--- src/boot_lock_pkg.sv ---
package boot_lock_pkg;
  // ---------------------------------------------------------------
  // special function register addresses
  // ---------------------------------------------------------------
  localparam logic [7:0] AUX_ADDR = 8'h00a2;
  localparam logic [7:0] DPH_ADDR = 8'h0083;
  localparam logic [7:0] DPL_ADDR = 8'h0084;
  // ---------------------------------------------------------------
  // field positions
  // ---------------------------------------------------------------
  localparam int AUX_DPS_BIT   = 0;
  localparam int AUX_FLAG_BIT  = 3;
  localparam int AUX_BOOT_BIT  = 5;
  localparam int HSB_SPEED_BIT = 7;
  localparam int HSB_JUMP_BIT  = 6;
  localparam int HSB_LB2_BIT   = 2;
  localparam int HSB_LB1_BIT   = 1;
  localparam int HSB_LB0_BIT   = 0;
  localparam logic [7:0] HSB_RSV_MASK = 8'h0038;
  localparam logic [7:0] HSB_SW_MASK  = 8'h00c0;
  // ---------------------------------------------------------------
  // reset and erase values
  // ---------------------------------------------------------------
  localparam logic [7:0]  ERASED_BYTE  = 8'h00ff;
  localparam logic [7:0]  ZERO_BYTE    = 8'h0000;
  localparam logic [15:0] ZERO_WORD    = 16'h0000;
  localparam logic [15:0] BOOT_BASE    = 16'hf000;
  localparam logic [15:0] USER_VECTOR  = 16'h0000;
  // ---------------------------------------------------------------
  // protection levels and machine cycle lengths
  // ---------------------------------------------------------------
  localparam logic [1:0] LEVEL_0 = 2'h0;
  localparam logic [1:0] LEVEL_1 = 2'h1;
  localparam logic [1:0] LEVEL_2 = 2'h2;
  localparam logic [1:0] LEVEL_3 = 2'h3;
  localparam logic [3:0] CYC_STD = 4'h000c;
  localparam logic [3:0] CYC_X2  = 4'h0006;
  // ---------------------------------------------------------------
  // nonvolatile byte select and hardware mode commands
  // ---------------------------------------------------------------
  localparam logic [1:0] SEL_HSB = 2'h0;
  localparam logic [1:0] SEL_SBV = 2'h1;
  localparam logic [1:0] SEL_SSB = 2'h2;
  localparam logic [2:0] CMD_PROG_MEM   = 3'h1;
  localparam logic [2:0] CMD_VERIFY_MEM = 3'h2;
  localparam logic [2:0] CMD_WRITE_BYTE = 3'h3;
  localparam logic [2:0] CMD_READ_BYTE  = 3'h4;
  localparam logic [2:0] CMD_ERASE      = 3'h5;
  typedef enum logic [3:0] {
    ST_SYNC1 = 4'b0001,
    ST_SYNC2 = 4'b0010,
    ST_LOAD  = 4'b0100,
    ST_RUN   = 4'b1000
  } boot_state_t;
endpackage

--- src/boot_map_and_lock_control.sv ---
`timescale 1ns/1ps
// Contract
// - all lock bits erased gives level zero, nothing restricted
// - level one refuses hardware programming of user and boot memory
// - level two also refuses hardware read-back verification
// - level three also blocks external code execution
// - level decoded by priority lock bit two, one, zero; internal paths open
// - boot enable maps boot memory at F000h-FFFFh; clear unmaps it
// - software write of aux register sets or clears boot enable
// - boot request pin low at reset sets enable, vector F000h
// - programmed jump bit sets enable at reset, vector F000h
// - aux bit two reads zero, ignores writes; increment toggles select
// - aux bit zero selects first or second data pointer
// - aux bit three is a plain software flag
// - aux bits three, two, zero are zero after reset
// - reset loads double speed mode from security byte bit seven
// - lock bits two to zero programmable only in hardware mode
// - security byte bits five to three always read unprogrammed
// - chip erase leaves every security byte bit erased, speed and jump bits too
// - boot vector byte stores start address high byte, erased by erase; boot start stays F000h, the byte is only read back
// - software security byte stores eight bits, erased by erase
// - twelve oscillator periods per cycle standard, six double speed
module boot_map_and_lock_control
  import boot_lock_pkg::*;
(
  input  wire logic        core_clk_i,
  input  wire logic        rst_n_i,
  input  wire logic        nv_rst_n_i,
  input  wire logic        boot_request_pin_n_i,
  input  wire logic [7:0]  sfr_addr_i,
  input  wire logic        sfr_wr_i,
  input  wire logic        sfr_rd_i,
  input  wire logic [7:0]  sfr_wdata_i,
  output logic      [7:0]  sfr_rdata_o,
  input  wire logic [15:0] code_addr_i,
  output logic             boot_space_sel_o,
  input  wire logic        sw_nv_wr_i,
  input  wire logic [1:0]  sw_nv_sel_i,
  input  wire logic [7:0]  sw_nv_data_i,
  input  wire logic        hw_mode_i,
  input  wire logic        hw_cmd_valid_i,
  input  wire logic [2:0]  hw_cmd_i,
  input  wire logic [1:0]  hw_sel_i,
  input  wire logic [7:0]  hw_data_i,
  output logic             hw_grant_o,
  output logic             hw_deny_o,
  output logic      [7:0]  hw_rdata_o,
  output logic      [1:0]  lock_level_o,
  output logic             hw_prog_allow_o,
  output logic             hw_verify_allow_o,
  output logic             ext_exec_allow_o,
  output logic             core_hold_o,
  output logic      [15:0] reset_vector_o,
  output logic             boot_map_enable_o,
  output logic             pointer_select_o,
  output logic             user_flag_o,
  output logic      [15:0] data_pointer_o,
  output logic             double_speed_mode_o,
  output logic      [3:0]  cycles_per_machine_o
);
  // ---------------------------------------------------------------
  // state
  // ---------------------------------------------------------------
  boot_state_t state_reg, state_next;
  logic        sync1_reg, sync2_reg;
  logic [7:0]  hsb_reg, hsb_next, sbv_reg, sbv_next, ssb_reg, ssb_next;
  logic        boot_reg, boot_next, dps_reg, dps_next, flag_reg, flag_next;
  logic [15:0] dp_first_reg, dp_first_next, dp_second_reg, dp_second_next;
  logic [15:0] vector_reg, vector_next, dp_out_reg, dp_out_next;
  logic [7:0]  rdata_reg, rdata_next, hw_rdata_reg, hw_rdata_next;
  logic        hold_reg, hold_next, x2_reg, x2_next, sel_reg, sel_next;
  logic        grant_reg, grant_next, deny_reg, deny_next;
  logic [1:0]  level_reg, level_next;
  logic        prog_ok_reg, prog_ok_next, ver_ok_reg, ver_ok_next;
  logic        ext_ok_reg, ext_ok_next;
  logic [3:0]  cyc_reg, cyc_next;
  logic [7:0]  hsb_view;
  logic [15:0] dp_sel;
  logic        hw_take;

  // ---------------------------------------------------------------
  // nonvolatile bytes
  // ---------------------------------------------------------------
  // kept on a power-on reset of their own so chip reset never erases
  always_comb
  begin
    hsb_next = hsb_reg;
    sbv_next = sbv_reg;
    ssb_next = ssb_reg;
    hw_take  = hw_mode_i && hw_cmd_valid_i;
    if (hw_take && hw_cmd_i == CMD_ERASE)
    begin
      hsb_next = ERASED_BYTE;
      sbv_next = ERASED_BYTE;
      ssb_next = ERASED_BYTE;
    end
    else if (hw_take && hw_cmd_i == CMD_WRITE_BYTE)
    begin
      // flash cells only program towards zero
      case (hw_sel_i)
        SEL_HSB: hsb_next = (hsb_reg & hw_data_i) | HSB_RSV_MASK;
        SEL_SBV: sbv_next = sbv_reg & hw_data_i;
        SEL_SSB: ssb_next = ssb_reg & hw_data_i;
        default: hsb_next = hsb_reg;
      endcase
    end
    else if (sw_nv_wr_i)
    begin
      case (sw_nv_sel_i)
        SEL_HSB: hsb_next = hsb_reg & (sw_nv_data_i | ~HSB_SW_MASK);
        SEL_SBV: sbv_next = sbv_reg & sw_nv_data_i;
        SEL_SSB: ssb_next = ssb_reg & sw_nv_data_i;
        default: hsb_next = hsb_reg;
      endcase
    end
  end

  always_ff @(posedge core_clk_i or negedge nv_rst_n_i)
  begin
    if (!nv_rst_n_i)
    begin
      hsb_reg <= ERASED_BYTE;
      sbv_reg <= ERASED_BYTE;
      ssb_reg <= ERASED_BYTE;
    end
    else
    begin
      hsb_reg <= hsb_next;
      sbv_reg <= sbv_next;
      ssb_reg <= ssb_next;
    end
  end

  // ---------------------------------------------------------------
  // reset sequence, registers and protection
  // ---------------------------------------------------------------
  always_comb
  begin
    state_next     = state_reg;
    boot_next      = boot_reg;
    vector_next    = vector_reg;
    x2_next        = x2_reg;
    dps_next       = dps_reg;
    flag_next      = flag_reg;
    dp_first_next  = dp_first_reg;
    dp_second_next = dp_second_reg;
    rdata_next     = rdata_reg;
    hw_rdata_next  = hw_rdata_reg;
    grant_next     = 1'b0;
    deny_next      = 1'b0;
    hsb_view       = hsb_reg | HSB_RSV_MASK;
    dp_sel         = dps_reg ? dp_second_reg : dp_first_reg;
    case (state_reg)
      ST_SYNC1: state_next = ST_SYNC2;
      ST_SYNC2: state_next = ST_LOAD;
      ST_LOAD:
      begin
        state_next = ST_RUN;
        // pin low or jump bit programmed maps boot memory
        boot_next = !sync2_reg || !hsb_reg[HSB_JUMP_BIT];
        vector_next = boot_next ? BOOT_BASE : USER_VECTOR;
        x2_next = !hsb_reg[HSB_SPEED_BIT];
      end
      ST_RUN:
      begin
        if (sfr_wr_i && sfr_addr_i == AUX_ADDR)
        begin
          boot_next = sfr_wdata_i[AUX_BOOT_BIT];
          dps_next  = sfr_wdata_i[AUX_DPS_BIT];
          flag_next = sfr_wdata_i[AUX_FLAG_BIT];
        end
        if (sfr_wr_i && sfr_addr_i == DPH_ADDR)
        begin
          if (dps_reg)
            dp_second_next[15:8] = sfr_wdata_i;
          else
            dp_first_next[15:8] = sfr_wdata_i;
        end
        if (sfr_wr_i && sfr_addr_i == DPL_ADDR)
        begin
          if (dps_reg)
            dp_second_next[7:0] = sfr_wdata_i;
          else
            dp_first_next[7:0] = sfr_wdata_i;
        end
      end
      default: state_next = ST_SYNC1;
    endcase
    if (sfr_rd_i)
    begin
      case (sfr_addr_i)
        // reserved and stuck bits read zero
        AUX_ADDR: rdata_next = {2'h0, boot_reg, 1'b0, flag_reg, 2'h0,
                                dps_reg};
        DPH_ADDR: rdata_next = dp_sel[15:8];
        DPL_ADDR: rdata_next = dp_sel[7:0];
        default:  rdata_next = ZERO_BYTE;
      endcase
    end
    // lock bits programmed means zero
    if (!hsb_reg[HSB_LB2_BIT])
      level_next = LEVEL_3;
    else if (!hsb_reg[HSB_LB1_BIT])
      level_next = LEVEL_2;
    else if (!hsb_reg[HSB_LB0_BIT])
      level_next = LEVEL_1;
    else
      level_next = LEVEL_0;
    // permissions registered with the level so they never lag it
    prog_ok_next = (level_next == LEVEL_0);
    ver_ok_next  = (level_next < LEVEL_2);
    ext_ok_next  = (level_next != LEVEL_3);
    cyc_next     = x2_next ? CYC_X2 : CYC_STD;
    if (hw_take)
    begin
      case (hw_cmd_i)
        CMD_PROG_MEM:
        begin
          grant_next = (level_reg == LEVEL_0);
          deny_next  = (level_reg != LEVEL_0);
        end
        CMD_VERIFY_MEM:
        begin
          grant_next = (level_reg < LEVEL_2);
          deny_next  = (level_reg >= LEVEL_2);
        end
        CMD_READ_BYTE:
        begin
          grant_next = 1'b1;
          case (hw_sel_i)
            SEL_HSB: hw_rdata_next = hsb_view;
            SEL_SBV: hw_rdata_next = sbv_reg;
            SEL_SSB: hw_rdata_next = ssb_reg;
            default: hw_rdata_next = ZERO_BYTE;
          endcase
        end
        CMD_WRITE_BYTE, CMD_ERASE: grant_next = 1'b1;
        default: deny_next = 1'b1;
      endcase
    end
    hold_next   = (state_next != ST_RUN);
    sel_next    = boot_reg && (code_addr_i >= BOOT_BASE);
    dp_out_next = dps_next ? dp_second_next : dp_first_next;
  end

  // two flops ahead of any use of the pin
  always_ff @(posedge core_clk_i or negedge rst_n_i)
  begin
    if (!rst_n_i)
    begin
      state_reg     <= ST_SYNC1;
      sync1_reg     <= 1'b1;
      sync2_reg     <= 1'b1;
      boot_reg      <= 1'b0;
      vector_reg    <= USER_VECTOR;
      x2_reg        <= 1'b0;
      dps_reg       <= 1'b0;
      flag_reg      <= 1'b0;
      dp_first_reg  <= ZERO_WORD;
      dp_second_reg <= ZERO_WORD;
      dp_out_reg    <= ZERO_WORD;
      rdata_reg     <= ZERO_BYTE;
      hw_rdata_reg  <= ZERO_BYTE;
      grant_reg     <= 1'b0;
      deny_reg      <= 1'b0;
      level_reg     <= LEVEL_0;
      prog_ok_reg   <= 1'b1;
      ver_ok_reg    <= 1'b1;
      ext_ok_reg    <= 1'b1;
      cyc_reg       <= CYC_STD;
      hold_reg      <= 1'b1;
      sel_reg       <= 1'b0;
    end
    else
    begin
      state_reg     <= state_next;
      sync1_reg     <= boot_request_pin_n_i;
      sync2_reg     <= sync1_reg;
      boot_reg      <= boot_next;
      vector_reg    <= vector_next;
      x2_reg        <= x2_next;
      dps_reg       <= dps_next;
      flag_reg      <= flag_next;
      dp_first_reg  <= dp_first_next;
      dp_second_reg <= dp_second_next;
      dp_out_reg    <= dp_out_next;
      rdata_reg     <= rdata_next;
      hw_rdata_reg  <= hw_rdata_next;
      grant_reg     <= grant_next;
      deny_reg      <= deny_next;
      level_reg     <= level_next;
      prog_ok_reg   <= prog_ok_next;
      ver_ok_reg    <= ver_ok_next;
      ext_ok_reg    <= ext_ok_next;
      cyc_reg       <= cyc_next;
      hold_reg      <= hold_next;
      sel_reg       <= sel_next;
    end
  end

  // ---------------------------------------------------------------
  // outputs
  // ---------------------------------------------------------------
  // level lags the lock bits by one edge; tool must wait one cycle
  assign sfr_rdata_o          = rdata_reg;
  assign boot_space_sel_o     = sel_reg;
  assign hw_grant_o           = grant_reg;
  assign hw_deny_o            = deny_reg;
  assign hw_rdata_o           = hw_rdata_reg;
  assign lock_level_o         = level_reg;
  assign hw_prog_allow_o      = prog_ok_reg;
  assign hw_verify_allow_o    = ver_ok_reg;
  assign ext_exec_allow_o     = ext_ok_reg;
  assign core_hold_o          = hold_reg;
  assign reset_vector_o       = vector_reg;
  assign boot_map_enable_o    = boot_reg;
  assign pointer_select_o     = dps_reg;
  assign user_flag_o          = flag_reg;
  assign data_pointer_o       = dp_out_reg;
  assign double_speed_mode_o  = x2_reg;
  assign cycles_per_machine_o = cyc_reg;

  // ---------------------------------------------------------------
  // assertions
  // ---------------------------------------------------------------
  property p_erased_level;
    @(posedge core_clk_i) disable iff (!rst_n_i)
    (hsb_reg[2:0] == 3'h7) ##1 (hsb_reg[2:0] == 3'h7)
      |-> (lock_level_o == LEVEL_0) && ext_exec_allow_o;
  endproperty
  a_erased_level: assert property (p_erased_level)
    else $error("erased lock bits not level zero");

  property p_prog_refused;
    @(posedge core_clk_i) disable iff (!rst_n_i)
    (hw_take && hw_cmd_i == CMD_PROG_MEM && level_reg != LEVEL_0)
      |=> hw_deny_o && !hw_grant_o;
  endproperty
  a_prog_refused: assert property (p_prog_refused)
    else $error("programming granted while locked");

  property p_verify_refused;
    @(posedge core_clk_i) disable iff (!rst_n_i)
    (hw_take && hw_cmd_i == CMD_VERIFY_MEM && level_reg >= LEVEL_2)
      |=> hw_deny_o && !hw_grant_o;
  endproperty
  a_verify_refused: assert property (p_verify_refused)
    else $error("verify granted at level two or above");

  property p_top_level;
    @(posedge core_clk_i) disable iff (!rst_n_i)
    $fell(hsb_reg[HSB_LB2_BIT])
      |=> (lock_level_o == LEVEL_3) && !ext_exec_allow_o;
  endproperty
  a_top_level: assert property (p_top_level)
    else $error("lock bit two did not give level three");

  property p_pin_boot;
    @(posedge core_clk_i) disable iff (!rst_n_i)
    (state_reg == ST_LOAD && !sync2_reg)
      |=> boot_map_enable_o && reset_vector_o == BOOT_BASE && !core_hold_o;
  endproperty
  a_pin_boot: assert property (p_pin_boot)
    else $error("boot request pin ignored at reset");

  property p_jump_boot;
    @(posedge core_clk_i) disable iff (!rst_n_i)
    (state_reg == ST_LOAD && !hsb_reg[HSB_JUMP_BIT])
      |=> boot_map_enable_o && reset_vector_o == BOOT_BASE;
  endproperty
  a_jump_boot: assert property (p_jump_boot)
    else $error("jump bit ignored at reset");

  property p_user_start;
    @(posedge core_clk_i) disable iff (!rst_n_i)
    (state_reg == ST_LOAD && sync2_reg && hsb_reg[HSB_JUMP_BIT])
      |=> !boot_map_enable_o && reset_vector_o == USER_VECTOR;
  endproperty
  a_user_start: assert property (p_user_start)
    else $error("boot mapped without request");

  property p_boot_map;
    @(posedge core_clk_i) disable iff (!rst_n_i)
    boot_map_enable_o ##1 boot_map_enable_o && code_addr_i < BOOT_BASE
      |=> !boot_space_sel_o;
  endproperty
  a_boot_map: assert property (p_boot_map)
    else $error("boot space selected below its base");

  property p_aux_zero;
    @(posedge core_clk_i) disable iff (!rst_n_i)
    (sfr_rd_i && sfr_addr_i == AUX_ADDR)
      |=> sfr_rdata_o[2] == 1'b0 && sfr_rdata_o[0] == pointer_select_o;
  endproperty
  a_aux_zero: assert property (p_aux_zero)
    else $error("aux read wrong");

  property p_speed_load;
    @(posedge core_clk_i) disable iff (!rst_n_i)
    (state_reg == ST_LOAD)
      |=> double_speed_mode_o == !$past(hsb_reg[HSB_SPEED_BIT])
          && cycles_per_machine_o == (double_speed_mode_o ? 4'h6 : 4'hc);
  endproperty
  a_speed_load: assert property (p_speed_load)
    else $error("speed mode not loaded from security byte");
endmodule

--- config.mk ---
export PLATFORM = sky130hd
export DESIGN_NAME = boot_map_and_lock_control
export DESIGN_NICKNAME = d
export VERILOG_FILES = /design/src/boot_lock_pkg.sv /design/src/boot_map_and_lock_control.sv
export SDC_FILE = /design/constraint.sdc
export NUM_CORES = 1
export LEC_CHECK = 0
export BUFFER_PORTS_ARGS = -buffer_cell sky130_fd_sc_hd__buf_2
export CAP_MARGIN = 40
export CELL_PAD_IN_SITES_DETAIL_PLACEMENT = 0
export CELL_PAD_IN_SITES_GLOBAL_PLACEMENT = 1
export CORE_MARGIN = 2
export CORE_UTILIZATION = 44
export DETAILED_ROUTE_END_ITERATION = 6
export HOLD_SLACK_MARGIN = 0.12
export PLACE_DENSITY_LB_ADDON = 0.12
export SLEW_MARGIN = 20
export SYNTH_ARGS = -nofsm -noshare
export SYNTH_HDL_FRONTEND = slang
export SYNTH_SLANG_ARGS = --single-unit
--- constraint.sdc ---
create_clock -name core_clk_i -period 4.3 [get_ports core_clk_i]
set_input_delay 0.43 -clock core_clk_i [delete_from_list [all_inputs] [get_ports core_clk_i]]
set_output_delay 0.43 -clock core_clk_i [all_outputs]
set_load 0.01 [all_outputs]
# After elaboration in Yosys (flattened, before gate mapping)
# Cells that the tools add are included.
[op_classes]
n_addsub = 0
mul = 0
div = 0
order_cmp = 4
n_eq_ne = 22
shift = 0
n_mux = 44
n_bitwise = 6
reduce_logical = 28
[ops]
columns = ["cell", "count"]
rows = [
  ["$mux W8", 23],
  ["$mux W16", 5],
  ["$and A8 B8 Y8", 6],
  ["$pmux W8 S3", 2],
  ["$eq A8 B8 Y1 const B", 3],
  ["$ge A16 B16 Y1 const B", 1],
  ["$pmux W4 S4", 1],
  ["$reduce_bool A3 Y1", 4],
  ["$ne A3 B2 Y1 const B", 3],
  ["$reduce_and A3 Y1", 3],
  ["$logic_not A2 Y1", 4],
  ["$logic_and A1 B1 Y1", 7],
  ["$mux W1", 7],
  ["$eq A3 B2 Y1 const B", 2],
  ["$eq A3 B3 Y1 const B", 2],
  ["$pmux W1 S3", 2],
  ["$reduce_and A2 Y1", 3],
  ["$eq A2 B1 Y1 const B", 2],
  ["$eq A2 B2 Y1 const B", 2],
  ["$eq A4 B1 Y1 const B", 1],
  ["$eq A4 B2 Y1 const B", 1],
  ["$eq A4 B3 Y1 const B", 1],
  ["$eq A4 B4 Y1 const B", 1],
  ["$lt A2 B2 Y1 const B", 2],
  ["other kinds (11)", 16],
]
[totals]
reg_bits = 127
latchBits = 0
ramBits = 0
romBits = 0
out_inout_bits = 65
memories = 0

# Logic depth before layout (Yosys ltp)
[depth]
word_depth = 5
depth_mapped = 6
mapped_depth_nobuf = 5

# Least setup slack after synthesis
# Ideal clock, no wire load.
[synth_path]
path_kind = "register -> register"
from = "register state_reg[1]"
to = "register dp_out_reg[10] (netlist: data_pointer_o[10])"
setup_time_ps = 123
arrival_time_ps = 1814
required_time_ps = 4177
path_slack_ps = 2363
stages_incl_launch_ff = 7
cell_sequence = "dfrtp_1 nor4b_4 nand4_4 mux2i_4 buf_4 or3_1 o221a_1"
[synth_between]
elab_chain_len = 3
word_cells_on_any_way = 5
cone_classes = "eq/ne (1); mux (4)"
[synth_lines]
columns = ["element", "line", "text"]
rows = [
  ["start, declared", "boot_map_and_lock_control.sv:64", "boot_state_t state_reg, state_next;"],
  ["start signal, assigned", "boot_map_and_lock_control.sv:276", "state_reg <= state_next;"],
  ["$eq A4 B4 Y1 (*)", "boot_map_and_lock_control.sv:153", "case (state_reg)"],
  ["$mux W16 / $mux W1 (equally long branches)", "boot_map_and_lock_control.sv:153", ""],
  ["$mux W16 (*)", "boot_map_and_lock_control.sv:243", "dp_out_next = dps_next ? dp_second_next : dp_first_next;"],
  ["named net dp_out_next[10]", "boot_map_and_lock_control.sv:69", "logic [15:0] vector_reg, vector_next, dp_out_reg, dp_out_next;"],
  ["end signal, assigned", "boot_map_and_lock_control.sv:286", "dp_out_reg <= dp_out_next;"],
  ["end, declared", "boot_map_and_lock_control.sv:69", ""],
]
# The timed path passes the listed nets; every way through them passes the cells marked *.
# A chain may end at the register's enable or synchronous reset.

# Worst setup path in the final report
[layout_path]
from = "register state_reg[1]"
to = "register dp_first_reg[12]"
[layout_between]
elab_chain_len = 2
[layout_lines]
columns = ["element", "line", "text"]
rows = [
  ["$eq A4 B4 Y1", "boot_map_and_lock_control.sv:153", ""],
  ["$mux W16", "boot_map_and_lock_control.sv:153", ""],
  ["named net dp_first_next[12]", "boot_map_and_lock_control.sv:68", "logic [15:0] dp_first_reg, dp_first_next, dp_second_reg, dp_second_next;"],
  ["end signal, assigned", "boot_map_and_lock_control.sv:284", "dp_first_reg <= dp_first_next;"],
  ["end, declared", "boot_map_and_lock_control.sv:68", ""],
]
# The timed path passes the listed nets, and every way through them passes these cells.

==> results by group <==
Timing
  • Setup TNS: 0 ns
  • RSZ-0062 raised after global routing: false
  • Final setup fails: 0
  • Clock skew: ~0.012 ns
  • Worst hold slack: between 0.15 and 0.2 ns
  • Fin. Hold Viols: 0
  • Slew HR: between 50% and 60%
  • Post-route minimum period: approximately 2.6 ns
  • Max-slew violation count: 0
  • Worst-Margin Slew: 0.605 ns
  • Final Cycle Share: just over 60%
  • Worst Slack Setup Final: 1.67 ns
  • Highest clock frequency the design can meet: about 0.38 GHz

Floorplan
  • Horiz. Die Dim: approximately 110 um
  • Initial Util: a little under half
  • Die ar.: ~0.012 mm^2
  • Core area: roughly 0.011 mm^2
  • Chip Height: roughly 110 um
  • Number of top-level pins: approximately 130
  • FP Rows: 38

Clocking
  • Number of H-tree levels: 3
  • Clock net sink count: 106
  • CTS resizes: 0
  • Hold-fix buffers at CTS: 0
  • Worst-case clock buffer depth: 2
  • Num CTS Buffers: 9
  • CTS Root Cell: clkbuf_8
  • Setup bufs post-CTS: 0
  • Worst skew pair latency: roughly 0.38 ns
  • Clock transition at path regs: approximately 0.090 ns
  • CTS tree: yes

Finish
  • Filler cell count: between 900 and 1000
  • Share of cells above drive strength 1: 41.2%
  • Non-filler instance count after layout: roughly 670
  • Commonest non-fill, non-tap cell in the layout: buf_2
  • Cell area after layout: 0.00576 mm^2
  • Layout Nets: 586
  • # diodes: 0
  • Finished Core Util: between 50 and 60%
  • Commonest cells after routing, fill and taps aside: 101 x buf_2, 77 x dfrtp_1, 40 x mux2_2
  • Area Overhead vs Synth: 16.4%

Pwr
  • Seq pwr share: 56.1%
  • Peak supply drop: roughly 0.19 mV
  • Power share of the clock group: around 29%
  • Switching power: ~550 uW
  • Pwr dens: 364 mW/mm^2
  • Net Sw Frac: 26.3%
  • Total power: 2.10 mW
  • Pint: 1.54 mW
  • Leakage: ~2.8 nW
  • Logic pwr share: 14.6%

Worst hold path
  • Hold WC Path Type: input pin to register

Job
  • Max Cap Viol: 0

Detailed routing
  • DR WL/cell: ~17 um
  • 1st-iter DRT viols: ~160
  • Routed wire length: ~11 mm
  • Drt pass-1 iters: 4
  • Residual DRC: 0
  • Vias per cell: roughly 5.3
  • Post-route ant nets: 0
  • Vias post-DR: around 3500

Synthesis
  • Ys Warns: 0
  • Syn Area/Cell: approximately 12 um^2
  • Top FF cell, synth: dfrtp_1
  • Seq cells post-synth: 106
  • Main combinational cell family by area after synthesis: multiplexers
  • Post-synthesis adder-cell area fraction: 0%
  • Sequential area share after synthesis: 54.4%
  • XOR/XNOR Fraction of Synth Area: 0%
  • Async S/R FF share, synth: 100%
  • Post-synthesis mux area share: approximately 14%
  • Number of flops mapped to enable cells by yosys: 0
  • Synth unique cells: 47
  • Simple-gate area share of the yosys netlist: 12.6%
  • Post-synthesis cell count: between 400 and 500
  • Post-synthesis compound-gate area fraction: about an eighth
  • Cell Area, Synth: slightly below 0.005 mm^2

Global route
  • Overall global routing resource usage: between 10% and 20%
  • Overflow after GRT: 0
  • Vias in the first global route: 3414
  • Antenna violations before repair: 0
  • Largest net degree at the start of global routing: 63
  • First-pass GRT wire length: about 18 mm

Placed design
  • Placed Instances: approximately 650
  • Post-DP Area: 0.00552 mm^2
  • Port bufs: about 100
  • GPL Wtd Cong: 0.772
  • Setup WS pre-CTS: around 1.6 ns
  • Dpl hpwl: roughly 7.8 mm

Worst setup path
  • Crit path max fanout: 11
  • CP required: about 4.6 ns
  • Crit start category: register
  • CP arrival: roughly 2.9 ns
  • Critical Path Sink Type: register
  • Crit Path Category: register to register

Run status
  • Status: completed
## cell usage after synthesis (all sizes together) (5+ instances only)
library cell   n  area (um^2)
or3           17          106
o22ai          8         50.1
dfstp         29          762
a21o          13         97.6
mux2i         25          263
buf           27          180
o21ai         32          168
inv           19         71.3
o221a         16          180
nand2         34          128
clkbuf         7         26.3
a21oi         13         65.1
mux2          40          450
nor4b          5         80.1
nand2b         8         50.1
nor2          16         70.1
dfrtp         77         1930
## layout make-up
| cell class | instances | area (um^2) | area share [%] |
|---|---|---|---|
| Clock buffer | 11 | 141 | 2.46 |
| Clock inverter | 5 | 53.8 | 0.935 |
| Inverter | 19 | 71.3 | 1.24 |
| Multi-Input combinational cell | 275 | 2020 | 35.1 |
| Sequential cell | 106 | 2690 | 46.7 |
| Tap cell | 140 | 175 | 3.04 |
| Timing Repair Buffer | 111 | 603 | 10.5 |
## path summary, 6_finish.rpt
check	start	end	slack, ns	cells past startpoint
max in group asynchronous	rst_n_i	dp_first_reg[14]$_DFF_PN0_	3.04	4
hold reg to reg	sync1_reg$_DFF_PN1_	sync2_reg$_DFF_PN1_	0.37	0
setup / recovery	state_reg[1]$_DFF_PN0_	dp_first_reg[12]$_DFF_PN0_	1.67	4
min in group asynchronous	nv_rst_n_i	ssb_reg[4]$_DFFE_PN1P_	0.34	1
hold / removal	boot_request_pin_n_i	sync1_reg$_DFF_PN1_	0.15	1
setup reg to reg	state_reg[1]$_DFF_PN0_	dp_first_reg[12]$_DFF_PN0_	1.67	4
## power groups by stage
stage / Clock [mW] / Sequential [mW] / Combinational, mW
after floorplan: 0 / 1.21 / 0.159
after global placement: 0 / 1.19 / 0.300
after detailed placement: 0 / 1.19 / 0.305
after CTS: 0.637 / 1.18 / 0.306
after global routing: 0.679 / 1.19 / 0.344
final: 0.615 / 1.18 / 0.305
## critical path: stages, from the launching register on
cell     delay (ns)
dfrtp_1        0.44
nor4b_4        0.50
nand4_1        0.57
nor2_2         0.60
mux2_2         0.40
## metal layers
| metal | GRT usage [%] | part of all wire [%] |
|---|---|---|
| met1 | 28.7 | 48 |
| met2 | 29.8 | 44 |
| met3 | 3.41 | 6.7 |
| met4 | 6.33 | 0.85 |
| met5 | 0 | 0 |
## cell families (layout without fill, tap and decap cells)
logic type	after synthesis	in the layout
AO/OA/AOI/OAI	91	91
buffers and inverters	53	146
flip-flops	106	106
multiplexers	65	65
other	2	14
AND/OR/NAND/NOR	105	105
(Power assumes the default switching activity.)
